==> config.mk <==
export PLATFORM = sky130hd
export DESIGN_NAME = adc_accum_window_event_ctrl
export DESIGN_NICKNAME = d
export VERILOG_FILES = /design/src/verilog/adc_accum_window_event_ctrl.v
export VERILOG_INCLUDE_DIRS = /design/src /design/src/shared
export SDC_FILE = /design/constraint.sdc
export NUM_CORES = 1
export LEC_CHECK = 0
export ABC_CLOCK_PERIOD_IN_PS = 7050
export BUFFER_PORTS_ARGS = -buffer_cell sky130_fd_sc_hd__buf_4
export CAP_MARGIN = 20
export CORE_ASPECT_RATIO = 1.5
export CORE_MARGIN = 2
export CORE_UTILIZATION = 60
export CTS_CLUSTER_DIAMETER = 120
export DETAILED_ROUTE_END_ITERATION = 16
export HOLD_SLACK_MARGIN = 0.15
export PLACE_DENSITY = 0.89
export REMOVE_ABC_BUFFERS = 1
export SETUP_SLACK_MARGIN = 0.3
export SKIP_CTS_REPAIR_TIMING = 1
export SYNTH_ARGS = -nofsm -noshare
export SYNTH_HDL_FRONTEND = slang
export SYNTH_SLANG_ARGS = --single-unit
==> constraint.sdc <==
create_clock -name clk -period 7.05 [get_ports clk]
set_clock_uncertainty 0.1 [all_clocks]
set_input_delay 0.3525 -clock clk [delete_from_list [all_inputs] [get_ports clk]]
set_output_delay 0.3525 -clock clk [all_outputs]
set_load 0.1 [all_outputs]
==> src/shared/adc_ctrl_consts.vh <==
// Constants for the converter control block: register indexes, field positions,
// reset values and timing figures. Definitions only.
`ifndef ADC_CTRL_CONSTS_VH
`define ADC_CTRL_CONSTS_VH

// Register indexes; the byte address is four times the index.
`define IDX_CTRLA 6'h00
`define IDX_CTRLB 6'h01
`define IDX_CTRLC 6'h02
`define IDX_CTRLD 6'h03
`define IDX_INTEN 6'h04
`define IDX_INTFLAG 6'h05
`define IDX_STATUS 6'h06
`define IDX_DBGCTRL 6'h07
`define IDX_CTRLE 6'h08
`define IDX_CTRLF 6'h09
`define IDX_COMMAND 6'h0a
`define IDX_POS_INPUT 6'h0c
`define IDX_RESULT 6'h10
`define IDX_SAMPLE 6'h14
`define IDX_WINLOW 6'h1c
`define IDX_WINHIGH 6'h1e

// Field positions.
`define BIT_ENABLE 0
`define BIT_LOW_LAT 5
`define BIT_STBYRUN 7
`define BIT_WIN_SRC 3
`define BIT_RES_RDY 0
`define BIT_SAMP_RDY 1
`define BIT_WINMATCH 2
`define BIT_RES_OVR 3
`define BIT_SAMP_OVR 4
`define BIT_TRIG_OVR 5

// Reset value of every control register.
`define RST_CTRL 8'h00

// Command start field settings and modes.
`define START_NOW 3'h1
`define START_ON_EVENT 3'h2
`define MODE_SINGLE 3'h0

// Window compare modes.
`define WIN_OFF 3'h0
`define WIN_BELOW 3'h1
`define WIN_ABOVE 3'h2
`define WIN_INSIDE 3'h3
`define WIN_OUTSIDE 3'h4

// Conversion clock cycles per sample after the sampling time.
`define CONV_BASE_SINGLE 10'd13
`define CONV_BASE_BURST 10'd12

// Timing.
`define CLK_PERIOD_NS 25
`define INIT_TIME_NS 6000

`endif

==> src/verilog/adc_accum_window_event_ctrl.v <==
// Converter control: timing of single and burst conversions, window compare,
// events, interrupt flags, sleep and debug gating, Avalon-MM register slave.
// Assumes a converter core that presents its 10-bit code on adcData at the end
// of each conversion, and sleep/debug status from logic on the same clock.
`timescale 1ns/100ps
`default_nettype none
`include "adc_ctrl_consts.vh"

module adc_accum_window_event_ctrl
#(
  parameter INIT_NS = `INIT_TIME_NS
)
(
  input wire clk,
  input wire sys_rst,
  input wire [7:0] address,
  input wire read,
  input wire write,
  input wire [31:0] writedata,
  output reg [31:0] readdata_ff,
  output reg waitrequest_ff,
  input wire startEvent,
  input wire [9:0] adcData,
  input wire sleepIdle,
  input wire sleepStandby,
  input wire deepSleep,
  input wire cpuHalted,
  output reg analogOn_ff,
  output reg sampling_ff,
  output reg evResRdy_ff,
  output reg evSampRdy_ff,
  output reg evWinMatch_ff,
  output reg irqResRdy_ff,
  output reg irqSampRdy_ff,
  output reg irqError_ff
);

  localparam [15:0] INIT_CYC = (INIT_NS + `CLK_PERIOD_NS - 1) / `CLK_PERIOD_NS;
  localparam [2:0] ST_IDLE = 3'd0;
  localparam [2:0] ST_INIT = 3'd1;
  localparam [2:0] ST_CONV = 3'd2;
  localparam [2:0] ST_HALF = 3'd3;
  localparam [2:0] ST_UPD = 3'd4;
  localparam [2:0] ST_ACC = 3'd5;

  reg [7:0] ctrlA_ff;
  reg [3:0] presc_ff;
  reg [2:0] reference_select_ff;
  reg [3:0] ctrlD_ff;
  reg [5:0] intEn_ff;
  reg [5:0] flags_ff;
  reg haltContinue_ff;
  reg [7:0] sample_duration_ff;
  reg [2:0] accCount_ff;
  reg [2:0] startSel_ff;
  reg [2:0] convMode_ff;
  reg [5:0] positive_input_select_ff;
  reg [15:0] result_ff;
  reg [15:0] sample_ff;
  reg [15:0] winLow_ff;
  reg [15:0] winHigh_ff;
  reg sampleUnread_ff;
  reg resultUnread_ff;
  reg [2:0] state_ff;
  reg [2:0] nxt_state;
  reg [3:0] divCnt_ff;
  reg halfTick_ff;
  reg [15:0] initCnt_ff;
  reg [9:0] halfCnt_ff;
  reg [6:0] sampCnt_ff;
  reg [15:0] acc_ff;
  reg evSync1_ff;
  reg evSync2_ff;
  reg evSync3_ff;
  reg [5:0] setFlags;
  reg [31:0] rdMux;

  wire enable = ctrlA_ff[`BIT_ENABLE];
  wire low_latency_keep_on = ctrlA_ff[`BIT_LOW_LAT];
  wire standbyRun = ctrlA_ff[`BIT_STBYRUN];
  wire winSrcSample = ctrlD_ff[`BIT_WIN_SRC];
  wire [2:0] winMode = ctrlD_ff[2:0];
  wire [5:0] regIdx = address[7:2];
  wire accept = (read | write) & ~waitrequest_ff;
  wire wrAcc = write & ~waitrequest_ff;
  wire rdAcc = read & ~waitrequest_ff;
  wire standbyBlocked = sleepStandby & ~standbyRun;
  wire debugBlocked = cpuHalted & ~haltContinue_ff;
  wire startImmediate = wrAcc & (regIdx == `IDX_COMMAND) & (writedata[2:0] == `START_NOW);
  wire evEdge = evSync2_ff & ~evSync3_ff;
  wire startOnEvent = evEdge & (startSel_ff == `START_ON_EVENT);
  wire canStart = enable & ~deepSleep & ~standbyBlocked & ~debugBlocked;
  wire trigger = canStart & (startImmediate | startOnEvent);
  wire keepOn = low_latency_keep_on & enable & ~deepSleep & ~standbyBlocked;
  wire [7:0] burstLen = 8'd1 << accCount_ff;
  wire lastSample = ({1'b0, sampCnt_ff} + 8'd1) >= burstLen;
  wire [9:0] convBase = (convMode_ff == `MODE_SINGLE) ? `CONV_BASE_SINGLE : `CONV_BASE_BURST;
  wire [9:0] convHalves = {convBase[8:0] + {1'b0, sample_duration_ff}, 1'b0};
  wire [9:0] sampHalves = {1'b0, sample_duration_ff, 1'b1};
  wire [15:0] newSample = {6'h00, adcData};
  wire [15:0] newSum = acc_ff + newSample;
  wire sampleStep = (state_ff == ST_UPD);
  wire resultStep = ((state_ff == ST_UPD) & lastSample & (burstLen == 8'd1)) |
    (state_ff == ST_ACC);
  wire [15:0] resultValue = (state_ff == ST_ACC) ? acc_ff : newSum;

  function winHit;
    input [2:0] mode;
    input [15:0] val;
    input [15:0] lo;
    input [15:0] hi;
    begin
      case (mode)
        `WIN_BELOW: winHit = val < lo;
        `WIN_ABOVE: winHit = val > hi;
        `WIN_INSIDE: winHit = (val > lo) & (val < hi);
        `WIN_OUTSIDE: winHit = (val < lo) | (val > hi);
        default: winHit = 1'b0;
      endcase
    end
  endfunction

  // Flags set this cycle; each event output mirrors the same terms.
  always @*
  begin
    setFlags = 6'h00;
    setFlags[`BIT_SAMP_RDY] = sampleStep;
    setFlags[`BIT_RES_RDY] = resultStep;
    setFlags[`BIT_SAMP_OVR] = sampleStep & sampleUnread_ff & ~(rdAcc & (regIdx == `IDX_SAMPLE));
    setFlags[`BIT_RES_OVR] = resultStep & resultUnread_ff & ~(rdAcc & (regIdx == `IDX_RESULT));
    setFlags[`BIT_TRIG_OVR] = (startImmediate | startOnEvent) & (state_ff != ST_IDLE);
    if (winSrcSample)
      setFlags[`BIT_WINMATCH] = sampleStep & winHit(winMode, newSample, winLow_ff, winHigh_ff);
    else
      setFlags[`BIT_WINMATCH] = resultStep & winHit(winMode, resultValue, winLow_ff, winHigh_ff);
  end

  always @*
  begin
    nxt_state = state_ff;
    case (state_ff)
      ST_IDLE:
        if (trigger)
          nxt_state = (analogOn_ff & low_latency_keep_on) ? ST_CONV : ST_INIT;
      ST_INIT:
        if (initCnt_ff >= INIT_CYC - 16'd1)
          nxt_state = ST_CONV;
      ST_CONV:
        if (halfTick_ff & (halfCnt_ff >= convHalves - 10'd1))
          nxt_state = ST_HALF;
      ST_HALF:
        if (halfTick_ff)
          nxt_state = ST_UPD;
      ST_UPD:
        if (!lastSample)
          nxt_state = ST_CONV;
        else if (burstLen == 8'd1)
          nxt_state = ST_IDLE;
        else
          nxt_state = ST_ACC;
      ST_ACC:
        nxt_state = ST_IDLE;
      default:
        nxt_state = ST_IDLE;
    endcase
    if (deepSleep)
      nxt_state = ST_IDLE;
  end

  always @*
  begin
    rdMux = 32'h00000000;
    case (regIdx)
      `IDX_CTRLA: rdMux[7:0] = ctrlA_ff;
      `IDX_CTRLB: rdMux[3:0] = presc_ff;
      `IDX_CTRLC: rdMux[2:0] = reference_select_ff;
      `IDX_CTRLD: rdMux[3:0] = ctrlD_ff;
      `IDX_INTEN: rdMux[5:0] = intEn_ff;
      `IDX_INTFLAG: rdMux[5:0] = flags_ff;
      `IDX_STATUS: rdMux[0] = (state_ff != ST_IDLE);
      `IDX_DBGCTRL: rdMux[0] = haltContinue_ff;
      `IDX_CTRLE: rdMux[7:0] = sample_duration_ff;
      `IDX_CTRLF: rdMux[2:0] = accCount_ff;
      `IDX_COMMAND: rdMux[7:0] = {1'b0, convMode_ff, 1'b0, startSel_ff};
      `IDX_POS_INPUT: rdMux[5:0] = positive_input_select_ff;
      `IDX_RESULT: rdMux[15:0] = result_ff;
      `IDX_SAMPLE: rdMux[15:0] = sample_ff;
      `IDX_WINLOW: rdMux[15:0] = winLow_ff;
      `IDX_WINHIGH: rdMux[15:0] = winHigh_ff;
      default: rdMux = 32'h00000000;
    endcase
  end

  // Bus slave: waitrequest drops for one cycle, one cycle after the request.
  always @(posedge clk or posedge sys_rst)
  begin
    if (sys_rst)
    begin
      waitrequest_ff <= 1'b1;
      readdata_ff <= 32'h00000000;
    end
    else
    begin
      waitrequest_ff <= ~((read | write) & waitrequest_ff);
      if (read & waitrequest_ff)
        readdata_ff <= rdMux;
    end
  end

  always @(posedge clk or posedge sys_rst)
  begin
    if (sys_rst)
    begin
      ctrlA_ff <= `RST_CTRL;
      presc_ff <= 4'h0;
      reference_select_ff <= 3'h0;
      ctrlD_ff <= 4'h0;
      intEn_ff <= 6'h00;
      haltContinue_ff <= 1'b0;
      sample_duration_ff <= `RST_CTRL;
      accCount_ff <= 3'h0;
      startSel_ff <= 3'h0;
      convMode_ff <= 3'h0;
      positive_input_select_ff <= 6'h00;
      winLow_ff <= 16'h0000;
      winHigh_ff <= 16'h0000;
    end
    else if (wrAcc)
    begin
      case (regIdx)
        `IDX_CTRLA: ctrlA_ff <= writedata[7:0] & 8'ha1;
        `IDX_CTRLB: presc_ff <= writedata[3:0];
        `IDX_CTRLC: reference_select_ff <= writedata[2:0];
        `IDX_CTRLD: ctrlD_ff <= writedata[3:0];
        `IDX_INTEN: intEn_ff <= writedata[5:0];
        `IDX_DBGCTRL: haltContinue_ff <= writedata[0];
        `IDX_CTRLE: sample_duration_ff <= writedata[7:0];
        `IDX_CTRLF: accCount_ff <= writedata[2:0];
        `IDX_COMMAND:
        begin
          startSel_ff <= writedata[2:0];
          convMode_ff <= writedata[6:4];
        end
        `IDX_POS_INPUT: positive_input_select_ff <= writedata[5:0];
        `IDX_WINLOW: winLow_ff <= writedata[15:0];
        `IDX_WINHIGH: winHigh_ff <= writedata[15:0];
        default: ctrlA_ff <= ctrlA_ff;
      endcase
    end
  end

  // Flags, unread markers and interrupt lines; a set beats a same-cycle clear.
  always @(posedge clk or posedge sys_rst)
  begin
    if (sys_rst)
    begin
      flags_ff <= 6'h00;
      sampleUnread_ff <= 1'b0;
      resultUnread_ff <= 1'b0;
      irqResRdy_ff <= 1'b0;
      irqSampRdy_ff <= 1'b0;
      irqError_ff <= 1'b0;
      evResRdy_ff <= 1'b0;
      evSampRdy_ff <= 1'b0;
      evWinMatch_ff <= 1'b0;
    end
    else
    begin
      if (wrAcc & (regIdx == `IDX_INTFLAG))
        flags_ff <= (flags_ff & ~writedata[5:0]) | setFlags;
      else
        flags_ff <= flags_ff | setFlags;
      if (sampleStep)
        sampleUnread_ff <= 1'b1;
      else if (rdAcc & (regIdx == `IDX_SAMPLE))
        sampleUnread_ff <= 1'b0;
      if (resultStep)
        resultUnread_ff <= 1'b1;
      else if (rdAcc & (regIdx == `IDX_RESULT))
        resultUnread_ff <= 1'b0;
      evResRdy_ff <= setFlags[`BIT_RES_RDY];
      evSampRdy_ff <= setFlags[`BIT_SAMP_RDY];
      evWinMatch_ff <= setFlags[`BIT_WINMATCH];
      irqResRdy_ff <= (flags_ff[`BIT_RES_RDY] & intEn_ff[`BIT_RES_RDY]) |
        (~winSrcSample & flags_ff[`BIT_WINMATCH] & intEn_ff[`BIT_WINMATCH]);
      irqSampRdy_ff <= (flags_ff[`BIT_SAMP_RDY] & intEn_ff[`BIT_SAMP_RDY]) |
        (winSrcSample & flags_ff[`BIT_WINMATCH] & intEn_ff[`BIT_WINMATCH]);
      irqError_ff <= |(flags_ff[5:3] & intEn_ff[5:3]);
    end
  end

  // Start event synchroniser and conversion clock half-period divider.
  always @(posedge clk or posedge sys_rst)
  begin
    if (sys_rst)
    begin
      evSync1_ff <= 1'b0;
      evSync2_ff <= 1'b0;
      evSync3_ff <= 1'b0;
      divCnt_ff <= 4'h0;
      halfTick_ff <= 1'b0;
    end
    else
    begin
      evSync1_ff <= startEvent;
      evSync2_ff <= evSync1_ff;
      evSync3_ff <= evSync2_ff;
      if (divCnt_ff >= presc_ff)
      begin
        divCnt_ff <= 4'h0;
        halfTick_ff <= 1'b1;
      end
      else
      begin
        divCnt_ff <= divCnt_ff + 4'h1;
        halfTick_ff <= 1'b0;
      end
    end
  end

  always @(posedge clk or posedge sys_rst)
  begin
    if (sys_rst)
    begin
      state_ff <= ST_IDLE;
      initCnt_ff <= 16'h0000;
      halfCnt_ff <= 10'h000;
      sampCnt_ff <= 7'h00;
      acc_ff <= 16'h0000;
      sample_ff <= 16'h0000;
      result_ff <= 16'h0000;
      analogOn_ff <= 1'b0;
      sampling_ff <= 1'b0;
    end
    else
    begin
      state_ff <= nxt_state;
      sampling_ff <= (nxt_state == ST_CONV) & ~deepSleep &
        ((state_ff != ST_CONV) | (halfCnt_ff < sampHalves));
      if (state_ff == ST_INIT)
        initCnt_ff <= initCnt_ff + 16'h0001;
      else
        initCnt_ff <= 16'h0000;
      // Counting runs on through the output steps so burst samples stay one period apart.
      if ((state_ff == ST_CONV) & halfTick_ff & (halfCnt_ff >= convHalves - 10'd1))
        halfCnt_ff <= 10'h000;
      else if (halfTick_ff & (state_ff >= ST_CONV) & (state_ff <= ST_UPD))
        halfCnt_ff <= halfCnt_ff + 10'h001;
      else if ((state_ff < ST_CONV) | (state_ff > ST_UPD))
        halfCnt_ff <= 10'h000;
      if (nxt_state == ST_INIT || nxt_state == ST_CONV)
        analogOn_ff <= 1'b1;
      else if (nxt_state == ST_IDLE)
        analogOn_ff <= keepOn & (analogOn_ff | (state_ff != ST_IDLE));
      if (state_ff == ST_IDLE)
      begin
        sampCnt_ff <= 7'h00;
        acc_ff <= 16'h0000;
      end
      if (sampleStep)
      begin
        sample_ff <= newSample;
        acc_ff <= newSum;
        sampCnt_ff <= sampCnt_ff + 7'h01;
      end
      if (resultStep)
        result_ff <= resultValue;
    end
  end

endmodule

`default_nettype wire

==> out/metrics.cfg <==
[setup_path]
startpoint = adcData[2]
cp_max_fo = 9
startpoint_type = input port
worst_ep_required_time_ns = 7.34
worstSetupEndpointType = register
critPathArrivalTime_ns = 5.07
crit_type = input port to register
r2r_start = convMode_ff[2]

[timing]
setup_slack_ns = 2.27
setup_viol = 0
tightest_slew_ns = 1.12
relSlewSlack = 0.247
hold_viol = 0
setup_tns_ns = 0
fin_crit_ns = 4.78
fmax_ghz = 0.209
slew_viol_final = 0
finalCritPeriodShare = 0.678
rsz0062_at_grt = no

[cells_and_area]
fin_nets = 1495
fin_util = 0.680
final_layout_size_suffix_gt1_frac = 0.136
instances_no_fill = 1609
synthToLayoutAreaGrowth_pct = 12.0
diodes = 0

[die]
boundaryPins = 100
start_util = 0.607
die_h_um = 176
core_um2 = 19500
die_x_um = 119
fp-row-count = 63
die_area_um2 = 20900

[global_route]
grt_pass1_vias = 10500
antenna_found_initial = 0
gr-total-overflow = 0
grt_usage = 0.331
grt_max_degree = 130
grt_pass1_wl_um = 54100

[place]
dpl.cell_count = 1552
port_buffers = 64
gp_congestion = 1.06
dp_hpwl_um = 24300
pre_cts_slack_ns = 2.47

[hold_path]
hp-start = adcData[1]
min_path_type = input port to register

[synthesis]
yosysTopAreaCell = dfrtp_1
ys_async_sr_fraction = 1.00
syn-cell-area_um2 = 11900
synth_edf_count = 0
synth_seq_cells = 195
yosysSeqAreaShare = 0.412
yosys_warnings = 0
synth_cells = 1272
synth_ff_type = dfrtp_1
synth_cell_types = 81
netlist.area_leader.share = 0.409
synth.area.top_cells = dfrtp_1 41%, ha_1 10%, nand2_1 5.7%
syn_area_per_cell_um2 = 9.32

[routing]
wl_per_cell_um = 21.2
dr.pass1.iters = 10
viasPerCell = 6.48
drc = 0
routed_wl_um = 34100
drt_iter0_drc = 1111
drtAntennaViolNets = 0
vias = 10400

[job]
cap_violations = 0

[power]
ir_drop_mv = 0.184
total_power_mw = 2.70
power_leakage_nw = 6.24
power_density_nw_per_um2 = 203

[clock_tree]
clk_pin_slew_worst_paths_ns = 0.07
cts_made_buffers = 17
clock_latency_ns = 0.45
root_buffer = clkbuf_16
cts.htree.levels = 4
cts_tree = done
clock_sinks = 195
clockBufferDepth = 2

[run_status]
status = complete, no violations

## layout make-up
cell class / count / area (µm²)
multi-input cells: 956 / 6450
fillers: 1484 / 6260
flip-flops and latches: 195 / 4880
repair buffers: 98 / 798
clock buffers: 19 / 443
well taps: 260 / 325
inverters: 68 / 267
clock inverters: 13 / 121
## synthesized netlist by cell type (all sizes together) (7+ instances only)
cell type	instances
a31oi	17
nand2b	20
nand3	44
a22o	16
or3	8
a21o	15
xnor2	32
a211oi	9
o2111ai	7
nor4	7
a221oi	8
nand3b	7
and3	13
nand2	180
nand4	19
nor2b	9
buf	33
o211ai	8
ha	99
clkbuf	35
mux2	53
nor3	21
a21oi	55
inv	67
dfrtp	194
nor3b	7
nor2	90
a222oi	12
a22oi	23
mux2i	9
xor2	11
o21ai	87
## where the power goes
part / switching [mW] / internal, mW
registers: 0.0746 / 1.19
clock network: 0.455 / 0.502
logic: 0.315 / 0.164
## through the flow
step,instance area [µm²],hold slack (ns)
2_1_floorplan,11600,0.231
3_3_place_gp,12500,0.246
3_5_place_dp,12500,0.243
4_1_cts,13000,-0.0868
5_1_grt,13300,0.153
6_report,13300,0.107
## layer usage
layer | routed length, µm | up-vias | global-route usage
li1 | - | 4661 | -
met1 | 11900 | 5010 | 0.369
met2 | 17100 | 576 | 0.568
met3 | 2250 | 184 | 0.0530
met4 | 2830 | 0 | 0.249
met5 | 0 | - | 0
## worst max-delay path: stages
cell	delay, ns
dlygate4sd3_1	0.53
buf_4	0.17
ha_1	0.36
o21ai_0	0.28
o21ai_0	0.24
a21bo_2	0.27
a31oi_2	0.40
nor2_1	0.12
xor2_1	0.40
ha_1	0.23
nand4_1	0.13
nor4_1	0.54
o21ai_0	0.29
a311oi_1	0.37
a41o_1	0.14
o211ai_1	0.13
nand3_1	0.09
## layout by cell type (no fill, tap or decap), types with 9 or more instances in the layout
master,instances
a21o_1,14
a21oi_1,55
a222oi_1,12
a22o_1,15
a22oi_1,23
a31oi_1,16
and3_1,13
buf_4,73
clkbuf_16,17
conb_1,16
dfrtp_1,194
dlygate4sd3_1,25
ha_1,99
inv_1,65
mux2_2,53
mux2i_1,9
nand2_1,179
nand2b_1,20
nand3_1,44
nand4_1,18
nor2_1,87
nor2b_1,9
nor3_1,17
o21ai_0,82
xnor2_1,32
xor2_1,11
## sequential cells by signal, indices dropped and copies added, names as in the netlist, 6 cells and up
register and flops:
initCnt_ff 16, sampCnt_ff 7, readdata_ff 16, sample_ff 10, flags_ff 6, sample_duration_ff 8
halfCnt_ff 10, winHigh_ff 16, positive_input_select_ff 6, intEn_ff 6, result_ff 16, acc_ff 16
winHit.lo 16
## cell families after synthesis
family / synth area share
compound gates: 0.167
simple gates: 0.174
other cells: 0.000316
mux: 0.0579
fa+ha+maj: 0.107
buf+inv: 0.0508
xor+xnor: 0.0318
flops: 0.412
## path summary, 6_finish.rpt
kind / cells past startpoint / endpoint / slack (ns)
hold / removal: 3 / sample_ff[1] / 0.11
setup / recovery: 17 / flags_ff[2] / 2.27
max in group asynchronous: 4 / result_ff[0] / 4.88
min in group asynchronous: 3 / initCnt_ff[6] / 0.51
setup reg to reg: 16 / halfCnt_ff[6] / 2.29
hold reg to reg: 0 / evSync2_ff / 0.27
(Power assumes the default switching activity.)
